$ cat src/inc/tws_defs.vh
`ifndef TWS_DEFS_VH
`define TWS_DEFS_VH

// ---------------------------------------------
// bit counter marks
// ---------------------------------------------
`define TWS_CNT_ZERO     4'h0
`define TWS_CNT_LAST_BIT 4'h7
`define TWS_CNT_ACK_SLOT 4'h8
`define TWS_CNT_ACK_DONE 4'h9

// ---------------------------------------------
// bus mode slave states
// ---------------------------------------------
`define TWS_ST_IDLE 2'h0
`define TWS_ST_ADDR 2'h1
`define TWS_ST_DATA 2'h2
`define TWS_ST_OFF  2'h3

// ---------------------------------------------
// reset values
// ---------------------------------------------
`define TWS_SHIFT_RST 8'hFF
`define TWS_SO_RST    1'h1

`endif

$ cat src/verilog/tws_port.v
// Functional notes
// - enable after data write starts nothing
// - stop after eight bits, set done flag
// - shift register captures real data line
// - address match flag shows shift equals address; bus mode compares bits 7:1 only
// - bus pins open drain, low or released
// - slave detects start, data, stop in hardware
// - wakeup irq on address match and stop
// - slave holds clock low while preparing data
// - data fall with clock high is start
// - data rise with clock high is stop
// - seven bits after start compared as address
// - only matched slave talks until start/stop
// - bit after address selects direction
// - receiver acknowledges every eight bit byte
// - transmitter waits for ack, stops on none
// - msb first, out on fall, in on rise
// - bus mode with wakeup set: irq only on address match and on stop
`include "tws_defs.vh"

module tws_port (
   // clock and reset
   input  wire       sys_clk,
   input  wire       reset,
   // configuration
   input  wire       channel_enable,
   input  wire       bus_mode,
   input  wire       wakeup_select,
   input  wire [7:0] slave_address_register,
   // shift register access
   input  wire       shift_wr,
   input  wire [7:0] shift_wdata,
   output wire [7:0] serial_shift_register,
   // wait and flag control
   input  wire       wait_release,
   input  wire       irq_clear,
   // status
   output wire       transfer_done_irq_flag,
   output wire       address_match_flag,
   output wire       slave_selected,
   output wire       direction_tx,
   output wire       nack_seen,
   output wire       start_seen,
   output wire       stop_seen,
   output wire       transfer_busy,
   output wire       clock_line_level,
   // clock line pin
   input  wire       scl_in,
   output wire       scl_out,
   output wire       scl_oe,
   // data line pin
   input  wire       sda_in,
   output wire       sda_out,
   output wire       sda_oe
);

   // ---------------------------------------------
   // registers
   // ---------------------------------------------
   reg [7:0] sh_q;
   reg [3:0] cnt_q;
   reg [1:0] st_q;
   reg       armed_q;
   reg       so_q;
   reg       dir_q;
   reg       nack_q;
   reg       was_addr_q;
   reg       stretch_q;
   reg       done_q;
   reg       match_q;
   reg       start_q;
   reg       stop_q;

   // ---------------------------------------------
   // pin synchronisers
   // ---------------------------------------------
   // two flops per pin, then a third stage for edge finding
   // reset to the released level so no false edge follows reset
   wire [1:0] pin_raw = {sda_in, scl_in};
   reg  [1:0] pin_m_q;
   reg  [1:0] pin_s_q;
   reg  [1:0] pin_p_q;
   genvar     gi;
   generate
      for (gi = 0; gi < 2; gi = gi + 1) begin : g_pin
         always @(posedge sys_clk) begin
            if (reset) begin
               pin_m_q[gi] <= 1'b1;
               pin_s_q[gi] <= 1'b1;
               pin_p_q[gi] <= 1'b1;
            end else begin
               pin_m_q[gi] <= pin_raw[gi];
               pin_s_q[gi] <= pin_m_q[gi];
               pin_p_q[gi] <= pin_s_q[gi];
            end
         end
      end
   endgenerate

   // bit 0 is the clock line, bit 1 the data line
   // only the second stage onward is read by logic
   wire scl_s_q = pin_s_q[0];
   wire scl_p_q = pin_p_q[0];
   wire sda_s_q = pin_s_q[1];
   wire sda_p_q = pin_p_q[1];

   // ---------------------------------------------
   // edge and condition detect
   // ---------------------------------------------
   wire scl_rise = scl_s_q & ~scl_p_q;
   wire scl_fall = ~scl_s_q & scl_p_q;
   // conditions from successive samples, clock steady high
   wire cond_ok  = channel_enable & bus_mode & scl_s_q & scl_p_q;
   wire start_det = cond_ok & sda_p_q & ~sda_s_q;
   wire stop_det  = cond_ok & ~sda_p_q & sda_s_q;
   // byte as it stands once the eighth bit is in
   wire [7:0] new_byte = {sh_q[6:0], sda_s_q};
   wire       addr_hit = (new_byte[7:1] == slave_address_register[7:1]);

   // sequencer state decode: address and data phases are live
   reg in_xfer;
   reg data_phase;
   always @* begin
      in_xfer    = 1'b0;
      data_phase = 1'b0;
      case (st_q)
         `TWS_ST_ADDR: begin
            in_xfer = 1'b1;
         end
         `TWS_ST_DATA: begin
            in_xfer    = 1'b1;
            data_phase = 1'b1;
         end
         default: begin
            in_xfer    = 1'b0;
            data_phase = 1'b0;
         end
      endcase
   end

   // our bits go out only when selected, reading, and acked
   wire       tx_data  = data_phase & dir_q & ~nack_q;

   // ---------------------------------------------
   // event that sets the done flag
   // ---------------------------------------------
   reg done_set;
   always @* begin
      done_set = 1'b0;
      if (channel_enable & ~bus_mode) begin
         done_set = armed_q & scl_rise & (cnt_q == `TWS_CNT_LAST_BIT);
      end else if (channel_enable) begin
         if (stop_det)
            done_set = wakeup_select;
         else if (in_xfer & scl_rise & (cnt_q == `TWS_CNT_LAST_BIT)) begin
            if (wakeup_select)
               done_set = (st_q == `TWS_ST_ADDR) & addr_hit;
            else
               done_set = 1'b1;
         end
      end
   end

   // ---------------------------------------------
   // done flag, set wins over clear
   // ---------------------------------------------
   always @(posedge sys_clk) begin
      if (reset)
         done_q <= 1'b0;
      else if (done_set)
         done_q <= 1'b1;
      else if (irq_clear)
         done_q <= 1'b0;
   end

   // ---------------------------------------------
   // shift engine and bus slave sequencing
   // ---------------------------------------------
   // data line only ever changes while the clock is low,
   // so our own drive can never look like a start or stop;
   // a start seen mid-byte simply restarts the address phase
   always @(posedge sys_clk) begin
      if (reset) begin
         sh_q       <= `TWS_SHIFT_RST;
         cnt_q      <= `TWS_CNT_ZERO;
         st_q       <= `TWS_ST_IDLE;
         armed_q    <= 1'b0;
         so_q       <= `TWS_SO_RST;
         dir_q      <= 1'b0;
         nack_q     <= 1'b0;
         was_addr_q <= 1'b0;
         stretch_q  <= 1'b0;
         match_q    <= 1'b0;
         start_q    <= 1'b0;
         stop_q     <= 1'b0;
      end else begin
         start_q <= start_det;
         stop_q  <= stop_det;
         if (~channel_enable) begin
            // stopped: writes ignored, nothing armed
            cnt_q     <= `TWS_CNT_ZERO;
            st_q      <= `TWS_ST_IDLE;
            armed_q   <= 1'b0;
            so_q      <= `TWS_SO_RST;
            stretch_q <= 1'b0;
            nack_q    <= 1'b0;
            match_q   <= 1'b0;
         end else if (~bus_mode) begin
            // two-wire mode: match compares whole byte
            match_q <= (sh_q == slave_address_register);
            if (shift_wr & ~armed_q) begin
               sh_q    <= shift_wdata; // all ones keeps line released
               armed_q <= 1'b1;
               cnt_q   <= `TWS_CNT_ZERO;
            end else if (armed_q & scl_fall) begin
               so_q <= sh_q[7]; // msb out on falling edge
            end else if (armed_q & scl_rise) begin
               sh_q  <= new_byte; // real line level read back
               cnt_q <= cnt_q + 4'h1;
               if (cnt_q == `TWS_CNT_LAST_BIT)
                  armed_q <= 1'b0; // halt after eight bits
            end
         end else if (start_det) begin
            // new start: any partner choice is dropped
            st_q       <= `TWS_ST_ADDR;
            cnt_q      <= `TWS_CNT_ZERO;
            so_q       <= 1'b1;
            stretch_q  <= 1'b0;
            nack_q     <= 1'b0;
            dir_q      <= 1'b0;
            was_addr_q <= 1'b0;
         end else if (stop_det) begin
            st_q      <= `TWS_ST_IDLE;
            cnt_q     <= `TWS_CNT_ZERO;
            so_q      <= 1'b1;
            stretch_q <= 1'b0;
         end else if (in_xfer) begin
            // a load or a release ends the wait; a load also
            // puts the first bit out while the clock is still held
            if (shift_wr & stretch_q) begin
               // new byte loaded while clock held: first bit out now
               sh_q      <= shift_wdata;
               so_q      <= dir_q ? shift_wdata[7] : 1'b1;
               stretch_q <= 1'b0;
            end else if (wait_release & stretch_q) begin
               stretch_q <= 1'b0;
            end else if (scl_rise) begin
               if (cnt_q < `TWS_CNT_ACK_SLOT) begin
                  sh_q  <= new_byte;
                  cnt_q <= cnt_q + 4'h1;
                  if (cnt_q == `TWS_CNT_LAST_BIT) begin
                     was_addr_q <= (st_q == `TWS_ST_ADDR);
                     if (st_q == `TWS_ST_ADDR) begin
                        match_q <= addr_hit;
                        dir_q   <= new_byte[0];
                        st_q    <= addr_hit ? `TWS_ST_DATA : `TWS_ST_OFF;
                     end
                  end
               end else if (cnt_q == `TWS_CNT_ACK_SLOT) begin
                  // transmitter reads ack; high means none
                  if (~was_addr_q & dir_q)
                     nack_q <= sda_s_q;
                  cnt_q <= `TWS_CNT_ACK_DONE;
               end
            end else if (scl_fall) begin
               if (cnt_q == `TWS_CNT_ACK_SLOT) begin
                  // receiver pulls ack low
                  so_q <= ~(was_addr_q | (st_q == `TWS_ST_DATA & ~dir_q));
               end else if (cnt_q == `TWS_CNT_ACK_DONE) begin
                  so_q      <= 1'b1;
                  cnt_q     <= `TWS_CNT_ZERO;
                  // hold clock low to prepare next byte
                  stretch_q <= (st_q == `TWS_ST_DATA) & ~nack_q;
               end else if (cnt_q != `TWS_CNT_ZERO) begin
                  so_q <= tx_data ? sh_q[7] : 1'b1;
               end else begin
                  so_q <= tx_data ? sh_q[7] : 1'b1;
               end
            end
         end
      end
   end

   // ---------------------------------------------
   // pins: open drain, pull low or release
   // ---------------------------------------------
   // high level comes only from the pull-ups, never from us
   assign scl_out = 1'b0;
   assign scl_oe  = stretch_q;
   assign sda_out = 1'b0;
   assign sda_oe  = channel_enable & ~so_q;

   // ---------------------------------------------
   // status outputs
   // ---------------------------------------------
   // everything below comes from flops or a plain state decode; clock_line_level is also gated by channel_enable
   assign serial_shift_register  = sh_q;
   assign transfer_done_irq_flag = done_q;
   assign address_match_flag     = match_q;
   assign slave_selected         = data_phase;
   assign direction_tx           = dir_q;
   assign nack_seen              = nack_q;
   assign start_seen             = start_q;
   assign stop_seen              = stop_q;
   assign transfer_busy          = armed_q | in_xfer;
   assign clock_line_level       = channel_enable & scl_s_q;

endmodule

$ cat config.mk
export PLATFORM = sky130hd
export DESIGN_NAME = tws_port
export DESIGN_NICKNAME = d
export VERILOG_FILES = /design/src/verilog/tws_port.v
export VERILOG_INCLUDE_DIRS = /design/src /design/src/inc
export SDC_FILE = /design/constraint.sdc
export NUM_CORES = 1
export LEC_CHECK = 0
export BUFFER_PORTS_ARGS = -buffer_cell sky130_fd_sc_hd__buf_4
export CELL_PAD_IN_SITES_DETAIL_PLACEMENT = 0
export CELL_PAD_IN_SITES_GLOBAL_PLACEMENT = 1
export CORE_UTILIZATION = 43
export CTS_CLUSTER_SIZE = 20
export DETAILED_ROUTE_END_ITERATION = 7
export GPL_TIMING_DRIVEN = 0
export PLACE_DENSITY_LB_ADDON = 0.1
export SLEW_MARGIN = 10
export SYNTH_ARGS = -nofsm -noshare
export SYNTH_HDL_FRONTEND = slang
export SYNTH_SLANG_ARGS = --single-unit
$ cat constraint.sdc
create_clock -name sys_clk -period 3.4 [get_ports sys_clk]
set_clock_uncertainty 0.2 [all_clocks]
set_input_delay 0.51 -clock sys_clk [delete_from_list [all_inputs] [get_ports sys_clk]]
set_output_delay 0.51 -clock sys_clk [all_outputs]
set_load 0.05 [all_outputs]
## Word level (Yosys, flattened, before mapping)

Index checks and enable logic that the tools add are counted.

| operators by class | value |
|---|---|
| add/sub/neg operators | 1 |
| $lt $le $gt $ge | 1 |
| eq/ne operators | 40 |
| muxes and demuxes | 108 |
| bitwise gates (word level) | 40 |
| reduce and logical (&&, ||, !) cells | 31 |

Operators with widths:

| kind | count |
|---|---|
| 2-to-1 mux 8 bit | 11 |
| 2-to-1 mux 1 bit | 73 |
| 2-to-1 mux 4 bit | 15 |
| AND reduction 9 bit | 5 |
| bitwise AND 1 bit | 26 |
| nonzero test 2 bit | 11 |
| != test 2 bit (second input constant) | 10 |
| != test 5 x 1 -> 1 bit (second input constant) | 4 |
| 2-to-1 mux 2 bit | 9 |
| nonzero test 3 bit | 6 |
| != test 5 bit (second input constant) | 3 |
| != test 3 bit (second input constant) | 4 |
| NOT 1 bit | 12 |
| AND reduction 6 bit | 2 |
| != test 2 x 1 -> 1 bit (second input constant) | 5 |
| AND reduction 10 bit | 1 |
| nonzero test 5 bit | 2 |
| equality test 4 bit (second input constant) | 2 |
| equality test 8 bit | 1 |
| != test 4 bit (second input constant) | 2 |
| AND reduction 8 bit | 1 |
| equality test 7 bit | 1 |
| != test 3 x 1 -> 1 bit (second input constant) | 2 |
| != test 6 x 2 -> 1 bit (second input constant) | 1 |
| 10 further kinds | 12 |

| storage, ports and cells | value |
|---|---|
| bits in registers | 30 |
| input bits | 26 |
| word-level logic and storage cells | 240 |

## Depth between registers and ports, before layout

| depth | value |
|---|---|
| depth in word-level cells | 15 |
| mapped depth | 8 |
| depth with buffers taken out | 7 |

## Worst setup path before layout

No wires, ideal clock.

| timing path | value |
|---|---|
| path type | input-to-output |
| from | in channel_enable |
| to | out sda_oe |
| arrival time | 1.327 ns |
| path slack | 1.363 ns |
| stages | 2 |
| path buffers | 1 |
| cell sequence | buf_6 > nor2b_1 |

| between the ends | value |
|---|---|
| word-level cells in the longest chain between the ends | 1 |

RTL lines:

| element | RTL line | source |
|---|---|---|
| from (decl) | tws_port.v:26 | `input wire channel_enable,` |
| bitwise AND 1 bit | tws_port.v:291 | `assign sda_oe = channel_enable & ~so_q;` |
| to (decl) | tws_port.v:54 | `output wire sda_oe` |

Every way passes these cells.

## Worst setup path in the final report

| timing path | value |
|---|---|
| from | reg st_q[0] |
| to | out transfer_busy |

| between the ends | value |
|---|---|
| word-level cells in the longest chain between the ends | 4 |
| elaborated cells between the ends (all ways) | 5 |

RTL lines:

| element | RTL line | source |
|---|---|---|
| from (decl) | tws_port.v:62 | `reg [1:0] st_q;` |
| from (signal assigned) | tws_port.v:186 | `` st_q <= `TWS_ST_IDLE; `` |
| from (signal assigned) | tws_port.v:202 | `` st_q <= `TWS_ST_IDLE; `` |
| from (signal assigned) | tws_port.v:225 | `` st_q <= `TWS_ST_ADDR; `` |
| equality test 2 x 1 -> 1 bit or equality test 2 bit (tied branches) | tws_port.v:126 | `case (st_q)` |
| OR reduction 2 bit (no line) * | n/a |  |
| 2-to-1 mux 1 bit * | tws_port.v:126 |  |
| OR 1 bit * | tws_port.v:305 | `assign transfer_busy = armed_q \| in_xfer;` |
| to (decl) | tws_port.v:45 | `output wire transfer_busy,` |

Mark *: on every way between the ends. The rest lies on a longest branch, timed or not.

==> impl_metrics.env <==
export IMPL_finalSetupViolations=0
export IMPL_grt_total_usage=0.233
export IMPL_layout_area_overhead_vs_synth_pct=23.8
export IMPL_async_flop_share=0
export IMPL_ir_worst_vdd_mv=0.204
export IMPL_ctsResizeCount=0
export IMPL_io_buffers=43
export IMPL_setup_worst_path_class="register to output pin"
export IMPL_critPathMaxFanout=9
export IMPL_post_synth_cell_area_avg_sq_um=8.54
export IMPL_core_area_sq_mm=0.00444
export IMPL_grt_first_pass_wirelength_um=9090
export IMPL_timing_hold_worst_path_depth=2
export IMPL_synth_ff_latch_count=30
export IMPL_final_min_clock_period_ps=2130
export IMPL_detail_route_first_pass_iterations=6
export IMPL_outcome="finished, violations left"
export IMPL_hold_path_class="input port to register"
export IMPL_design_die_area_sq_mm=0.00500
export IMPL_fin_tns_setup_ps=0
export IMPL_netlist_area_sq_mm=0.00203
export IMPL_post_cts_buffers=0
export IMPL_setup_repair_after_global_routing_missed_its_margin="false"
export IMPL_worst_skew_pair_latency_ps=290
export IMPL_die_w_um=70.7
export IMPL_final_hold_viol_count=0
export IMPL_hold_path_end="pin_m_q[1]"
export IMPL_post_synth_inst_count=238
export IMPL_final_layout_size_suffix_gt1_frac=0.300
export IMPL_num_io_pins=47
export IMPL_cts_root_buffer_cell="sky130_fd_sc_hd__clkbuf_8"
export IMPL_wire_per_inst_um=15.9
export IMPL_ys_flop_type="sky130_fd_sc_hd__dfxtp_1"
export IMPL_slew_viol_final=0
export IMPL_grt_remaining_overflow=0
export IMPL_seq_area_frac_synth=0.296
export IMPL_post_dp_hpwl_um=4110
export IMPL_cts_sinks=30
export IMPL_drt_iter0_drc=124
export IMPL_maximum_number_of_pins_on_one_net_before_global_route_repair=11
export IMPL_fmaxAchievable_mhz=469
export IMPL_violated_checks="DRC"
export IMPL_worst_hold_startpoint="sda_in"
export IMPL_yosysWarnings=0
export IMPL_p_leak_uw=0.00103
export IMPL_final_period_utilization=0.627
export IMPL_r2r_setup_slack_ps=1300
export IMPL_clk_path_buf_depth=2
export IMPL_yosys_cell_types_count=61
export IMPL_power_per_cell_area_mw_per_mm2=325
export IMPL_num_antenna_cells=0
export IMPL_worst_pin_slew_ps=633
export IMPL_timing_hold_ws_ps=210
export IMPL_relSlewSlack=0.574
export IMPL_wl_um=5450
export IMPL_worstSetupStartpointType="register"
export IMPL_maxCapViolations=0
export IMPL_nets=321
export IMPL_ant_nets=0
export IMPL_r2r_worst_path_cells=8
export IMPL_drc_errors=4
export IMPL_via_count_of_the_first_global_routing_pass=1840
export IMPL_critPathArrivalTime_ps=1420
export IMPL_die_y_um=70.7
export IMPL_route_vias_total=1917
export IMPL_critical_path_endpoint_type="output pin"
export IMPL_rr_endpoint="st_q[0]"
export IMPL_post_drt_via_cell_ratio=5.61
export IMPL_tritoncts="yes"
export IMPL_crit_reg2reg_launch="st_q[0]"
export IMPL_antenna_found_initial=0
export IMPL_placement_rows=24
export IMPL_numCtsBuffers=5
export IMPL_start_util=0.457
export IMPL_number_of_synthesized_flops_with_an_enable_pin=0
export IMPL_ctsHtreeMaxLevel=2
export IMPL_clkTransAtPathRegs_ps=70
export IMPL_postCtsHoldBufs=0
export IMPL_n_fill_cell=446
export IMPL_worst_path_required_ps=2690
export IMPL_globalplace_congestion=0.876
## cells in the final DEF (no fill, tap or decap), types with 3 or more instances in the layout
master and count:
sky130_fd_sc_hd__nand2b_1 4, sky130_fd_sc_hd__xnor2_1 5, sky130_fd_sc_hd__nand2_1 12, sky130_fd_sc_hd__a31oi_1 7, sky130_fd_sc_hd__buf_2 3, sky130_fd_sc_hd__a21oi_1 18
sky130_fd_sc_hd__nor3_1 9, sky130_fd_sc_hd__nor2_1 10, sky130_fd_sc_hd__mux2_2 8, sky130_fd_sc_hd__or2_2 6, sky130_fd_sc_hd__nand3_1 10, sky130_fd_sc_hd__nand4_1 4
sky130_fd_sc_hd__nor2b_1 5, sky130_fd_sc_hd__o21ai_0 4, sky130_fd_sc_hd__nor4_1 3, sky130_fd_sc_hd__o21ai_1 3, sky130_fd_sc_hd__o21bai_1 9, sky130_fd_sc_hd__and2_1 3
sky130_fd_sc_hd__clkbuf_8 6, sky130_fd_sc_hd__dfxtp_1 30, sky130_fd_sc_hd__nand3b_1 3, sky130_fd_sc_hd__xor2_1 11, sky130_fd_sc_hd__buf_4 48, sky130_fd_sc_hd__ha_1 6
sky130_fd_sc_hd__clkbuf_1 4, sky130_fd_sc_hd__inv_1 10
## how the worst max path moves through the flow
| stage | from | end | slack (ps) | cells after the start |
|---|---|---|---|---|
| after floorplan | channel_enable | sda_oe | 1360 | 2 |
| after global placement | bus_mode | serial_shift_register[6] | 1250 | 6 |
| after detailed placement | bus_mode | serial_shift_register[7] | 1240 | 6 |
| after CTS | st_q[0] | transfer_busy | 1260 | 5 |
| after global routing | scl_s_q | serial_shift_register[6] | 1170 | 5 |
| final | st_q[0] | transfer_busy | 1270 | 5 |
## registers in the layout (all words and copies together), names as in the netlist, 2 cells and up
name                   cells
st_q                       2
serial_shift_register      8
pin_m_q                    2
cnt_q                      4
## worst max-delay path, cell delays in order, from the launching register on
cell and delay [ps]:
sky130_fd_sc_hd__dfxtp_1 370, sky130_fd_sc_hd__inv_1 50, sky130_fd_sc_hd__ha_1 280, sky130_fd_sc_hd__buf_4 170, sky130_fd_sc_hd__nand2_1 70, sky130_fd_sc_hd__buf_4 190
## cell families (layout without fill, tap and decap cells)
group | count (synthesis) | count (layout) | share of synthesized area
AOI/OAI and AO/OA | 64 | 64 | 0.227
xor gates and xnor gates | 16 | 16 | 0.0690
adders and majority gates | 6 | 6 | 0.0369
buffers and inverters | 24 | 75 | 0.0628
DFF | 30 | 30 | 0.296
muxes | 10 | 10 | 0.0542
other | 1 | 2 | 0.00185
and+or+nand+nor | 87 | 87 | 0.253
## synth_stat cells (3+ instances only)
cell / n / area share
sky130_fd_sc_hd__o21ai_0: 4 / 0.0099
sky130_fd_sc_hd__and2_1: 3 / 0.0092
sky130_fd_sc_hd__o21ai_1: 3 / 0.0074
sky130_fd_sc_hd__buf_2: 3 / 0.0074
sky130_fd_sc_hd__a21oi_1: 18 / 0.044
sky130_fd_sc_hd__inv_1: 10 / 0.018
sky130_fd_sc_hd__clkbuf_1: 3 / 0.0055
sky130_fd_sc_hd__nor4_1: 3 / 0.0092
sky130_fd_sc_hd__nand2_1: 12 / 0.022
sky130_fd_sc_hd__nand3_1: 10 / 0.025
sky130_fd_sc_hd__nor3_1: 9 / 0.022
sky130_fd_sc_hd__o21bai_1: 9 / 0.033
sky130_fd_sc_hd__ha_1: 6 / 0.037
sky130_fd_sc_hd__nor2_1: 10 / 0.018
sky130_fd_sc_hd__a31oi_1: 7 / 0.022
sky130_fd_sc_hd__nor2b_1: 5 / 0.015
sky130_fd_sc_hd__xor2_1: 11 / 0.047
sky130_fd_sc_hd__mux2_2: 8 / 0.044
sky130_fd_sc_hd__dfxtp_1: 30 / 0.30
sky130_fd_sc_hd__xnor2_1: 5 / 0.022
sky130_fd_sc_hd__nand3b_1: 3 / 0.011
sky130_fd_sc_hd__nand2b_1: 4 / 0.012
sky130_fd_sc_hd__nand4_1: 4 / 0.012
sky130_fd_sc_hd__buf_4: 5 / 0.018
sky130_fd_sc_hd__or2_2: 6 / 0.018
## layout make-up
| class | count | area, sq um | area share |
|---|---|---|---|
| Inverter | 11 | 41.3 | 0.0164 |
| Timing Repair Buffer | 43 | 323 | 0.128 |
| Multi-Input combinational cell | 185 | 1310 | 0.520 |
| Buffer | 13 | 86.3 | 0.0343 |
| Clock buffer | 7 | 86.3 | 0.0343 |
| Sequential cell | 30 | 601 | 0.239 |
| Tap cell | 52 | 65.1 | 0.0259 |
| Clock inverter | 1 | 5.00 | 0.00199 |
## report_power, final
part           total [uW]  switching (uW)  internal (uW)  leakage, uW
clock network         303             139            163    0.0000482
logic                 148            84.8           63.3     0.000736
registers             366            7.69            359     0.000244
## through the flow
stage                     instance area [sq um]  total power [uW]  setup slack (ps)  std cells  utilization
after CTS                                  2510               822              1260        342        0.566
final                                      2510               817              1270        342        0.566
after global placement                     2420               521              1250        334        0.545
after global routing                       2510               850              1170        342        0.566
after detailed placement                   2420               522              1240        334        0.545
after floorplan                            2040               468              1360        239            -
## routing by layer
layer | up-vias | global-route usage | wire [um]
li1 | 963 | - | -
met1 | 910 | 0.327 | 2760
met2 | 42 | 0.357 | 2430
met3 | 2 | 0.0541 | 249
met4 | 0 | 0.0689 | 18
met5 | - | 0 | 0
(Power assumes the default switching activity.)
